## config.mk

```make
export PLATFORM = sky130hd
export DESIGN_NAME = mks_scanner
export DESIGN_NICKNAME = d
export VERILOG_FILES = /design/src/logic/mks_pkg.sv /design/src/logic/mks_scanner.sv
export SDC_FILE = /design/constraint.sdc
export NUM_CORES = 1
export LEC_CHECK = 0
export BUFFER_PORTS_ARGS = -buffer_cell sky130_fd_sc_hd__buf_2
export CAP_MARGIN = 0
export CORE_ASPECT_RATIO = 0.8
export CORE_MARGIN = 1
export CORE_UTILIZATION = 25
export DETAILED_ROUTE_END_ITERATION = 6
export GPL_ROUTABILITY_DRIVEN = 0
export GPL_TIMING_DRIVEN = 0
export SETUP_SLACK_MARGIN = 0.15
export SYNTH_ARGS = -nofsm -noshare
export SYNTH_HDL_FRONTEND = slang
export SYNTH_SLANG_ARGS = --single-unit
```

## constraint.sdc

```tcl
create_clock -name core_clk -period 9 [get_ports core_clk]
set_input_delay 0.9 -clock core_clk [delete_from_list [all_inputs] [get_ports core_clk]]
set_output_delay 0.9 -clock core_clk [all_outputs]
set_load 0.01 [all_outputs]
```

## src/logic/mks_pkg.sv

```systemverilog
// Constants, state codes and line decoding shared by the key matrix scanner
// Operation
// - Eight scan lines cross eight receive lines
// - Scan and receive lines on separate ports
// - Waiting: scan lines low, receive lines high
// - Receive lines ANDed into active-low wake request
// - Single pressed key becomes a key code
// - Several pressed keys: discard, pulse keyReject, key code unchanged
// - Modifier pins never lock out nor wake
// - Idle in low power until key request
// - Wait about thirty milliseconds to debounce
// - Latch receive, turn lines around, read scan
// - Scan number high nibble, receive low nibble
// - Request is edge triggered, once per press
// - Clear pending flag after debounce wait
package mks_pkg;

    localparam int unsigned LINE_COUNT     = 8;
    localparam int unsigned MOD_COUNT      = 4;
    localparam int unsigned DEBOUNCE_MS    = 30;
    localparam int unsigned CLK_PERIOD_NS  = 8;
    // Longest wait rounds down; 3,750,000 cycles at 125 MHz
    localparam int unsigned DEBOUNCE_CYC_DEF = DEBOUNCE_MS * 1000000 / CLK_PERIOD_NS;
    // Turnaround settling of the pull-ups after lines change direction
    localparam int unsigned SETTLE_CYC     = 2;
    // Line numbers in the key address count from one
    localparam logic [3:0]  LINE_BASE      = 4'h1;
    localparam logic [7:0]  LINES_LOW      = 8'h00;
    localparam logic [7:0]  LINES_HIGH     = 8'hFF;
    localparam logic [7:0]  CODE_RESET     = 8'h00;

    typedef enum logic [2:0] {
        ST_IDLE     = 3'h0,
        ST_DEBOUNCE = 3'h1,
        ST_LATCH    = 3'h2,
        ST_SETTLE   = 3'h3,
        ST_READ     = 3'h4,
        ST_RESTORE  = 3'h5
    } mks_state_t;

    // Returns {exactly one zero, number of that zero line}
    function automatic logic [4:0] findLowLine(input logic [7:0] v);
        logic [3:0] zeros;
        logic [3:0] idx;
        zeros = 4'h0;
        idx   = 4'h0;
        for (int i = 0; i < 8; i++) begin
            if (!v[i]) begin
                zeros = zeros + 4'h1;
                idx   = 4'(i) + LINE_BASE;
            end
        end
        return {(zeros == 4'h1), idx};
    endfunction : findLowLine

endpackage : mks_pkg

```

## src/logic/mks_scanner.sv

```systemverilog
// Key matrix scanner: wake request, debounce, two-key lockout and key address
`timescale 1ns/1ns
module mks_scanner
    import mks_pkg::*;
#(
    parameter int unsigned DEBOUNCE_CYC = DEBOUNCE_CYC_DEF,
    parameter int unsigned CNT_W        = $clog2(DEBOUNCE_CYC + 1)
) (
    input  wire logic                 core_clk,
    input  wire logic                 sys_rst,
    output logic [LINE_COUNT-1:0]     scanOut,
    output logic [LINE_COUNT-1:0]     scanOe,
    input  wire logic [LINE_COUNT-1:0] scanIn,
    output logic [LINE_COUNT-1:0]     rcvOut,
    output logic [LINE_COUNT-1:0]     rcvOe,
    input  wire logic [LINE_COUNT-1:0] rcvIn,
    input  wire logic [MOD_COUNT-1:0] modIn,
    output logic                      keyIrqN,
    output logic                      keyIrqPendingFlag,
    output logic                      lowPower,
    output logic [7:0]                keyCode,
    output logic [MOD_COUNT-1:0]      keyMods,
    output logic                      keyValid,
    output logic                      keyReject
);

    mks_state_t           state;
    mks_state_t           next_state;
    logic [CNT_W-1:0]     cnt;
    logic [CNT_W-1:0]     next_cnt;
    logic [3:0]           rcvNum;
    logic [3:0]           next_rcvNum;
    logic [7:0]           next_scanOut;
    logic [7:0]           next_scanOe;
    logic [7:0]           next_rcvOut;
    logic [7:0]           next_rcvOe;
    logic                 next_keyIrqN;
    logic                 next_flag;
    logic                 next_lowPower;
    logic [7:0]           next_keyCode;
    logic [MOD_COUNT-1:0] next_keyMods;
    logic                 next_keyValid;
    logic                 next_keyReject;
    logic                 rcvAllHigh;
    logic                 armed;
    logic                 setEdge;
    logic                 debDone;
    logic [4:0]           rcvScan;
    logic [4:0]           scanScan;

    localparam logic [CNT_W-1:0] DEB_LAST    = CNT_W'(DEBOUNCE_CYC - 1);
    localparam logic [CNT_W-1:0] SETTLE_LAST = CNT_W'(SETTLE_CYC - 1);

    // Modifier pins are not in the AND, so they can never wake the block
    assign rcvAllHigh = &rcvIn;
    // Edges count only while armed; our own turnaround edges are ignored
    assign armed      = (state == ST_IDLE) || (state == ST_DEBOUNCE);
    assign setEdge    = armed && keyIrqN && !rcvAllHigh;
    assign debDone    = (state == ST_DEBOUNCE) && (cnt == DEB_LAST);
    assign rcvScan    = findLowLine(rcvIn);
    assign scanScan   = findLowLine(scanIn);

    // Next-state and output computation for the whole scanner
    always_comb begin
        next_state     = state;
        next_cnt       = cnt;
        next_rcvNum    = rcvNum;
        next_scanOut   = scanOut;
        next_scanOe    = scanOe;
        next_rcvOut    = rcvOut;
        next_rcvOe     = rcvOe;
        next_keyCode   = keyCode;
        next_keyMods   = keyMods;
        next_keyValid  = 1'b0;
        next_keyReject = 1'b0;
        next_keyIrqN   = rcvAllHigh;
        // Set wins over any clear in the same cycle
        next_flag      = setEdge || keyIrqPendingFlag;
        unique case (state)
            ST_IDLE: begin
                if (keyIrqPendingFlag) begin
                    next_state = ST_DEBOUNCE;
                    next_cnt   = '0;
                    next_flag  = setEdge;                           // Taken on entry
                end
            end
            ST_DEBOUNCE: begin
                next_cnt = cnt + CNT_W'(1);
                if (debDone) begin
                    // Bounce edges caught during the wait are thrown away
                    next_flag  = setEdge;
                    next_state = ST_LATCH;
                end
            end
            ST_LATCH: begin
                // Modifiers are sampled beside the matrix, never counted in it
                next_keyMods = modIn;
                next_rcvNum  = rcvScan[3:0];
                if (!rcvScan[4]) begin
                    next_keyReject = 1'b1;
                    next_state     = ST_RESTORE;
                end else begin
                    // Receive lines driven low, scan lines released to pull-ups
                    next_rcvOut = LINES_LOW;
                    next_rcvOe  = LINES_HIGH;
                    next_scanOut = LINES_HIGH;
                    next_scanOe  = LINES_LOW;
                    next_state   = ST_SETTLE;
                end
                next_cnt = '0;
            end
            ST_SETTLE: begin
                next_cnt = cnt + CNT_W'(1);
                if (cnt == SETTLE_LAST) begin
                    next_state = ST_READ;
                end
            end
            ST_READ: begin
                if (scanScan[4]) begin
                    next_keyCode  = {scanScan[3:0], rcvNum};
                    next_keyValid = 1'b1;
                end else begin
                    next_keyReject = 1'b1;
                end
                next_state = ST_RESTORE;
                next_cnt   = '0;
            end
            ST_RESTORE: begin
                // Idle levels back before edges are watched again
                next_scanOut = LINES_LOW;
                next_scanOe  = LINES_HIGH;
                next_rcvOut  = LINES_HIGH;
                next_rcvOe   = LINES_LOW;
                next_cnt     = cnt + CNT_W'(1);
                if (cnt == SETTLE_LAST) begin
                    next_state = ST_IDLE;
                end
            end
            default: begin
                next_state = ST_RESTORE;
                next_cnt   = '0;
            end
        endcase
        next_lowPower = (next_state == ST_IDLE);
    end

    // Registers; receive lines rest released so the pull-ups hold them high
    always_ff @(posedge core_clk) begin
        if (sys_rst) begin
            state             <= ST_IDLE;
            cnt               <= '0;
            rcvNum            <= 4'h0;
            scanOut           <= LINES_LOW;
            scanOe            <= LINES_HIGH;
            rcvOut            <= LINES_HIGH;
            rcvOe             <= LINES_LOW;
            keyIrqN           <= 1'b1;
            keyIrqPendingFlag <= 1'b0;
            lowPower          <= 1'b1;
            keyCode           <= CODE_RESET;
            keyMods           <= '0;
            keyValid          <= 1'b0;
            keyReject         <= 1'b0;
        end else begin
            state             <= next_state;
            cnt               <= next_cnt;
            rcvNum            <= next_rcvNum;
            scanOut           <= next_scanOut;
            scanOe            <= next_scanOe;
            rcvOut            <= next_rcvOut;
            rcvOe             <= next_rcvOe;
            keyIrqN           <= next_keyIrqN;
            keyIrqPendingFlag <= next_flag;
            lowPower          <= next_lowPower;
            keyCode           <= next_keyCode;
            keyMods           <= next_keyMods;
            keyValid          <= next_keyValid;
            keyReject         <= next_keyReject;
        end
    end

    // Checks on line levels, timing and result encoding
    a_idle_lines: assert property (@(posedge core_clk) disable iff (sys_rst)
        (state == ST_IDLE) |-> (scanOut == LINES_LOW && scanOe == LINES_HIGH
                                && rcvOut == LINES_HIGH && rcvOe == LINES_LOW))
        else $error("Idle line levels wrong");

    a_wake_and: assert property (@(posedge core_clk) disable iff (sys_rst)
        !(&rcvIn) |=> !keyIrqN)
        else $error("Wake request missed a low receive line");

    a_edge_once: assert property (@(posedge core_clk) disable iff (sys_rst)
        $rose(keyIrqPendingFlag) |-> $past(keyIrqN) && !$past(rcvAllHigh))
        else $error("Pending flag set without a falling edge");

    a_wake_exit: assert property (@(posedge core_clk) disable iff (sys_rst)
        (state == ST_IDLE && keyIrqPendingFlag) |=> (state == ST_DEBOUNCE && !lowPower))
        else $error("Pending request did not end idle");

    a_debounce_len: assert property (@(posedge core_clk) disable iff (sys_rst)
        (state == ST_LATCH && $past(state) == ST_DEBOUNCE) |-> $past(cnt) == DEB_LAST)
        else $error("Debounce wait ended early");

    a_flag_clear: assert property (@(posedge core_clk) disable iff (sys_rst)
        debDone && !setEdge |=> !keyIrqPendingFlag)
        else $error("Pending flag kept after debounce");

    a_turnaround: assert property (@(posedge core_clk) disable iff (sys_rst)
        (state == ST_READ) |-> (rcvOut == LINES_LOW && rcvOe == LINES_HIGH
                                && scanOe == LINES_LOW))
        else $error("Lines not turned around at scan read");

    a_code_nibble: assert property (@(posedge core_clk) disable iff (sys_rst)
        (state == ST_READ && scanScan[4]) |=> keyValid
            && keyCode == {$past(scanScan[3:0]), $past(rcvNum)})
        else $error("Key address nibbles wrong");

    a_lockout: assert property (@(posedge core_clk) disable iff (sys_rst)
        (state == ST_LATCH && !rcvScan[4]) |=> keyReject && !keyValid
            && state == ST_RESTORE)
        else $error("Multiple keys not locked out");

    a_restore_rearm: assert property (@(posedge core_clk) disable iff (sys_rst)
        (state == ST_IDLE && $past(state) == ST_RESTORE) |-> (scanOe == LINES_HIGH
                                && rcvOe == LINES_LOW))
        else $error("Re-armed before lines restored");

    c_key_valid: cover property (@(posedge core_clk) disable iff (sys_rst) keyValid);
    c_key_reject: cover property (@(posedge core_clk) disable iff (sys_rst)
        keyReject && $past(state) == ST_READ);
    c_bounce_wait: cover property (@(posedge core_clk) disable iff (sys_rst)
        setEdge && state == ST_DEBOUNCE);

endmodule : mks_scanner

```

# Word level (Yosys, flattened, before mapping)
# Index checks and enable logic that the tools add are counted.
dict set report word_totals {
  register_bits 62
  in_bits 22
  output_inout_bits 49
  elab_cells 102
}
dict set report op_classes {
  addsub 15
  n_eq_ne 11
  mux 49
  n_bitwise 1
  reduce_logical 14
}
# cell n
set op_table {}
lappend op_table {{$mux 4} 28}
lappend op_table {{$add 4x1->4 const B} 14}
lappend op_table {{$pmux 22 s2} 1}
lappend op_table {{$pmux 8 s2} 2}
lappend op_table {{$add 22x1->22 const B} 1}
lappend op_table {{$eq 22x1->1 const B} 1}
lappend op_table {{$eq 22x22->1 const B} 1}
lappend op_table {{$mux 22} 1}
lappend op_table {{$mux 8} 2}
lappend op_table {{$mux 3} 5}
lappend op_table {{$pmux 3 s5} 1}
lappend op_table {{$eq 4x1->1 const B} 2}
lappend op_table {{$reduce_and 8->1} 1}
lappend op_table {{$mux 1} 7}
lappend op_table {{$eq 3x2->1 const B} 2}
lappend op_table {{$eq 3x3->1 const B} 2}
lappend op_table {{$logic_not 3->1} 2}
lappend op_table {{$ne 2x2->1 const B} 2}
lappend op_table {{$pmux 1 s2} 2}
lappend op_table {{$reduce_and 2->1} 2}
lappend op_table {{$eq 3x1->1 const B} 1}
lappend op_table {{$logic_and 1x1->1} 3}
lappend op_table {{$reduce_or 3->1} 1}
lappend op_table {{$logic_or 1x1->1} 2}
lappend op_table {{other kinds (4)} 4}

# Logic depth before layout (Yosys ltp)
# Gate-level depths: netlist of the first run.
dict set report logic_depth {
  depth_word 19
  mapped_depth 25
  depth_no_buf 25
}

# Least setup slack after synthesis of the first run
# Ideal clock, no wire load.
dict set report synth_timing {
  path_type {input port to flip-flop}
  from {input port scanIn[0]}
  to {register keyCode[5]}
  setup_time_ps 74
  arrival_ps 5062
  required_time_ps 8926
  path_slack_ps 3863
  cell_stages 24
  path_buffers 0
  path_cell_list {inv_1 ha_1 xnor2_2 ha_1 nand2b_1 o31ai_1 ha_1 inv_1 mux2i_1 nor2_1 inv_1 ha_1 nor2_1 a21o_1 inv_1 ha_1 mux2_2 ha_1 inv_1 a2bb2oi_2 a222oi_1 o211ai_2 or4_1 o21ai_0}
}
dict set report synth_via {
  elab_chain_len 17
}
# element line
set synth_lines {}
lappend synth_lines {{start, declared} mks_scanner.sv:13} ;# input wire logic [LINE_COUNT-1:0] scanIn,
lappend synth_lines {{$mux 1 *} mks_pkg.sv:48} ;# if (!v[i]) begin
lappend synth_lines {{$add 4x1->4} mks_pkg.sv:49} ;# zeros = zeros + 4'h1;
lappend synth_lines {{$mux 4 *} mks_pkg.sv:48}
lappend synth_lines {{$add 4x1->4} mks_pkg.sv:49}
lappend synth_lines {{$mux 4 *} mks_pkg.sv:48}
lappend synth_lines {{$add 4x1->4} mks_pkg.sv:49}
lappend synth_lines {{$mux 4 *} mks_pkg.sv:48}
lappend synth_lines {{$add 4x1->4} mks_pkg.sv:49}
lappend synth_lines {{$mux 4 *} mks_pkg.sv:48}
lappend synth_lines {{$add 4x1->4} mks_pkg.sv:49}
lappend synth_lines {{$mux 4 *} mks_pkg.sv:48}
lappend synth_lines {{$add 4x1->4} mks_pkg.sv:49}
lappend synth_lines {{$mux 4 *} mks_pkg.sv:48}
lappend synth_lines {{$add 4x1->4} mks_pkg.sv:49}
lappend synth_lines {{$mux 4 *} mks_pkg.sv:48}
lappend synth_lines {{$eq 4x1->1 *} mks_pkg.sv:53} ;# return {(zeros == 4'h1), idx};
lappend synth_lines {{$reduce_and 2->1 (no source line) *} --}
lappend synth_lines {{end signal, assigned} mks_scanner.sv:175} ;# keyCode <= next_keyCode;
lappend synth_lines {{end, declared} mks_scanner.sv:21} ;# output logic [7:0] keyCode,
# Mark *: on every way between the ends. The rest lies on a longest branch, timed or not.
# A chain may end at the register's enable or synchronous reset.

# Worst setup path in the final report of the first run
# Same ends and word-level chain as after synthesis.

==> impl_metrics.ini, run 1 <==
[routing]
postRouteAntennaNets = 0
totalWireLength_um = 8290
drt-vias-per-instance = 4.68
drtIter0Drc = 159
dr.pass1.iters = 4
drc = 0
wl_per_cell_um = 11.8
via_count = 3282

[cells_and_area]
antennaDiodeCount = 0
fin_nets = 560
layout-area-overhead-vs-synth_pct = 19.2
nFillCells = 1481
multi_input_area_mm2 = 0.00220
layout-drive-gt1-share_pct = 21.9
seqCellArea_um2 = 961

[clocking]
ctsHoldBuffers = 0
cts_buffers = 5
htree_levels = 2
path_clk_slew_ns = 0.06
cts_sinks = 48
cts_setup_buffers = 0
cts_root_buffer = clkbuf_16
cts-root-to-sink-buffers = 2
insertion_delay_ns = 0.29
tritoncts = done
cts_resized = 0

[synth]
synth_edf_count = 0
synth_top_area_share_pct = 27.1
yosysTopAreaCell = dfxtp_1
yosys.cell_types.count = 63
synth-compound-area-share_pct = 16.7
yosys-top-cells-area = dfxtp_1 (27%), buf_4 (6.3%), ha_1 (6.3%)
synthAdderAreaFrac_pct = 6.35
synth-simple-area-share_pct = 25.9
synthCells = 450
synth_top_family_by_area = simple AND/OR/NAND/NOR gates
async_flop_share_pct = 0
netlist_area_mm2 = 0.00355
synth_xor_area_share_pct = 10.9
syn_nets = 490
synth.avg_cell_area_um2 = 7.88
synth-warning-count = 0
synth_seq_area_share_pct = 27.1
synthMuxAreaShare_pct = 2.08
ys_seq_elements = 48
synth.top_cells.by_count = dfxtp_1 (48), nand2_1 (48), nor2_1 (42)
ys.flop_type = dfxtp_1

[power]
power.density_mw_per_mm2 = 140
p_leak_nw = 1.75
vdd_drop_max_v = 0.0000653

[floorplan]
die_y_um = 109
boundaryPins = 71
die_x_um = 135
die_area_mm2 = 0.0147
core_area_mm2 = 0.0137
rows = 38
start_util_pct = 25.9

[sta]
final.setup.tns_ns = 0
rsz0062_at_grt = false
skew_ns = 0.0102
worst_pin_slew_ns = 0.863
maxSlewHeadroom_pct = 41.9
drv_slew = 0
finalCritPeriodShare_pct = 60.6
finalHoldViolCount = 0
min_period_ns = 5.45
hold-worst-slack_ns = 0.456
max_freq_mhz = 183
final-setup-viol-count = 0

[global_route]
grtUsageTotal_pct = 11.5
grt_pass1_vias = 2919
antenna_found_initial = 0
grt_max_degree = 19
grt_overflow = 0
grt_first_pass_wirelength_um = 13800

[place]
portBuffers = 63
hpwl_um = 6610

[critical_path]
arrival_ns = 5.66
critPathMaxStageDelay_ns = 0.52
path_class = in -> reg
crit_top_cell = ha_1
critPathSlowestCell = or4_1
setup.worst_path.start_class = primary input
end_kind = flop
critical_path_required_ns = 9.21
rr_startpoint = state[2]
crit_fanout = 10
startpoint = scanIn[0]

[run]
maxCapViolCount = 0

[hold_path]
min-delay-path-class = reg -> reg
min-delay-start = keyMods[2]

[outcome]
status = completed
## power breakdown
group / switching, W / internal (W) / leakage [nW]
Combinational: 0.000113 / 0.0000877 / 1.29
Sequential: 0.00000196 / 0.000214 / 0.388
Clock: 0.0000731 / 0.000104 / 0.0681
Total: 0.000189 / 0.000406 / 1.75
## worst paths after layout
| check | to | slack (ns) | cells after the start |
|---|---|---|---|
| worst min register to register | keyMods[2] | 0.46 | 2 |
| worst max register to register | cnt[21] | 6.70 | 8 |
| worst max-delay path | keyCode[5] | 3.55 | 25 |
| worst min-delay path | keyMods[2] | 0.46 | 2 |
## logic make-up after synthesis
group | after synthesis
mux | 7
compound gates | 88
fa+ha+maj | 18
flops | 48
buf+inv | 71
simple gates | 182
xor+xnor | 36
## state kept, by name (all words and copies together), names as in the netlist, 3 cells and up
signal   flops
state        3
cnt         22
keyCode      8
keyMods      4
rcvNum       4
## layout by cell type, fill, tap and decap left out, drive strengths merged, types with 3 or more instances in the layout
| cell type | instances |
|---|---|
| nand3 | 16 |
| or3 | 5 |
| xor2 | 11 |
| buf | 97 |
| nand4 | 8 |
| nand2b | 13 |
| a2bb2oi | 3 |
| xnor2 | 22 |
| inv | 20 |
| and2 | 3 |
| nand2 | 48 |
| and3 | 4 |
| ha | 18 |
| nor2 | 42 |
| nor2b | 11 |
| a21oi | 23 |
| nor3 | 9 |
| clkbuf | 24 |
| dfxtp | 48 |
| o31ai | 4 |
| a211oi | 6 |
| mux2 | 3 |
| o211ai | 4 |
| or4 | 4 |
| nor4 | 6 |
| mux2i | 4 |
| o21ai | 24 |
| a221o | 3 |
## per-layer routing
layer	vias to the layer above	GRT usage [%]	wire length, um
met1	1498	16.3	4240
li1	1688	-	-
met4	0	3.85	137
met5	-	0	0
met2	87	17.7	3460
met3	9	1.83	450
## cell type report
class	count	area share [%]
Multi-Input combinational cell	331	52.0
Sequential cell	48	22.7
Timing Repair Buffer	63	7.46
Buffer	51	7.43
Tap cell	180	5.33
Clock buffer	7	3.14
Inverter	20	1.78
Clock inverter	1	0.207
## metrics by stage
step	utilization (%)	cells	cell area [um^2]	setup slack (ns)	power (W)
2_1_floorplan	-	450	3550	3.86	0.000378
3_3_place_gp	29.9	693	4090	3.38	0.000411
3_5_place_dp	29.9	693	4090	3.29	0.000419
4_1_cts	30.9	701	4230	3.56	0.000598
5_1_grt	30.9	701	4230	3.21	0.000630
6_report	30.9	701	4230	3.55	0.000594
## critical path: cells and delay by family
family,cells,cell delay [ns]
XOR/XNOR,1,0.36
AO/OA/AOI/OAI,6,1.16
buffers and inverters,6,0.39
multiplexers,2,0.36
AND/OR/NAND/NOR,4,0.88
adder cells (fa/ha/maj),6,1.63
No activity file was read; power rests on OpenSTA's default activity.
==> run 2, diff against run 1 <==
==> constraint.sdc (replaced) <==
create_clock -name core_clk -period 5.2 [get_ports core_clk]
set_input_delay 0.52 -clock core_clk [delete_from_list [all_inputs] [get_ports core_clk]]
set_output_delay 0.52 -clock core_clk [all_outputs]
set_load 0.01 [all_outputs]
==> run 2 against run 1 <==
Sequential cell count unchanged. Critical path type unchanged. Final area up 0.77%. Via count down 0.67%. Routed wire length up 0.35%. Count of clock-buffer cells in the layout unchanged. Worst setup slack worse by 3.1 ns. Power up 76%. Clock skew about the same. Clock power up 73%. Worst hold slack about the same.
==> impl_metrics.ini, run 2 (synthesis results as in run 1) <==
[outcome]
status = completed

[critical_path]
end_kind = flop
path_class = in -> reg
critPathBufInv = 7
path_depth = 26
critPathMaxStageDelay_ns = 0.48
arrival_ns = 5.01
critical_path_required_ns = 5.41
critPathSlowestCell = or4_1
crit_top_cell = ha_1
rr_worst_depth = 8
setup.worst_path.start_class = primary input
path_delay_family = adder cells
crit_fanout = 6

[cells_and_area]
antennaDiodeCount = 0
fin_nets = 562
largest_reg_flops = 22
final_util_pct = 31.1
final_cell_area_mm2 = 0.00426
mostFrequentLayoutCell = buf_2
mostFrequentLayoutCells = buf_2 (65), nand2_1 (48), dfxtp_1 (48), nor2_1 (42), buf_4 (32)
layout-area-overhead-vs-synth_pct = 20.1
layout-drive-gt1-share_pct = 22.6
top_regs = cnt (22), keyCode (8)
regMostFlops = cnt

[hold_path]
min-delay-path-class = reg -> reg
hold_depth = 2

[clocking]
path_clk_slew_ns = 0.06
insertion_delay_ns = 0.29
cts_buffers = 5
cts-root-to-sink-buffers = 2
tritoncts = done
cts_root_buffer = clkbuf_16
htree_levels = 2
cts_sinks = 48

[sta]
min_period_ns = 4.80
worst_pin_slew_ns = 0.887
skew_ns = 0.0101
final-setup-viol-count = 0
max_freq_mhz = 208
hold-worst-slack_ns = 0.456
drv_slew = 0
setup_ws_ns = 0.398
finalHoldViolCount = 0
maxSlewHeadroom_pct = 40.3
rsz0062_at_grt = false
finalCritPeriodShare_pct = 92.3

[floorplan]
die_area_mm2 = 0.0147
rows = 38
core_area_mm2 = 0.0137
die_y_um = 109
die_x_um = 135
boundaryPins = 71
start_util_pct = 25.9

[global_route]
grt_pass1_vias = 2917
grt_max_degree = 19
grtUsageTotal_pct = 11.5
grt_first_pass_wirelength_um = 13800
antenna_found_initial = 0
grt_overflow = 0

[place]
hpwl_um = 6610
postPlaceCellArea_mm2 = 0.00409
portBuffers = 63
dp_slack_ns = -0.128

[routing]
via_count = 3260
totalWireLength_um = 8320
wl_per_cell_um = 11.8
drtIter0Drc = 149
drc = 0
dr.pass1.iters = 4
drt-vias-per-instance = 4.64
postRouteAntennaNets = 0

[power]
power_w = 0.00105
power.density_mw_per_mm2 = 245
p_leak_nw = 1.76
vdd_drop_max_v = 0.000112

[run]
maxCapViolCount = 0
[run 2: layout make-up]
type	instances	area, um^2
fill	1476	9430
tap	180	225
buffer	51	315
inverter	20	75.1
clock inverter	1	8.76
multi-input combinational	331	2210
clock buffer	7	133
timing repair buffer	65	330
sequential	48	961
[run 2: layer usage]
metal | share of wire (%) | up-vias | global-route usage (%)
met5 | 0 | - | 0
met4 | 1.8 | 0 | 3.85
met2 | 42 | 92 | 17.7
met1 | 50 | 1471 | 16.2
li1 | - | 1687 | -
met3 | 6.1 | 10 | 1.83
[run 2: worst min-delay path: stages, from the launching register on]
cell and delay, ns:
dfxtp_1 0.31, nand2_1 0.05, a21oi_1 0.05
[run 2: what timing repair did]
| item | CTS | global route |
|---|---|---|
| hold buffers | 0 | 0 |
| endpoints found under the setup margin | 2 | 14 |
| buffers inserted | 0 | 2 |
| hold endpoints to repair | 0 | 0 |
| resized for setup | 1 | 4 |
| pin swaps | 0 | 4 |
[run 2: worst paths after layout]
check,start,to,slack [ns]
max,scanIn[0],keyCode[6],0.40
min,keyMods[2],keyMods[2],0.46
max reg2reg,state[2],cnt[21],2.88
min reg2reg,keyMods[2],keyMods[2],0.46
[run 2: through the flow]
stage	cells	setup TNS, ns
5_1_grt	703	0
3_3_place_gp	693	-0.0867
4_1_cts	701	0
6_report	703	0
2_1_floorplan	450	0
3_5_place_dp	693	-0.306
[run 2: power by group]
part / internal (W) / switching [W]
clock: 0.000179 / 0.000128
sequential: 0.000371 / 0.00000341
combinational: 0.000163 / 0.000201
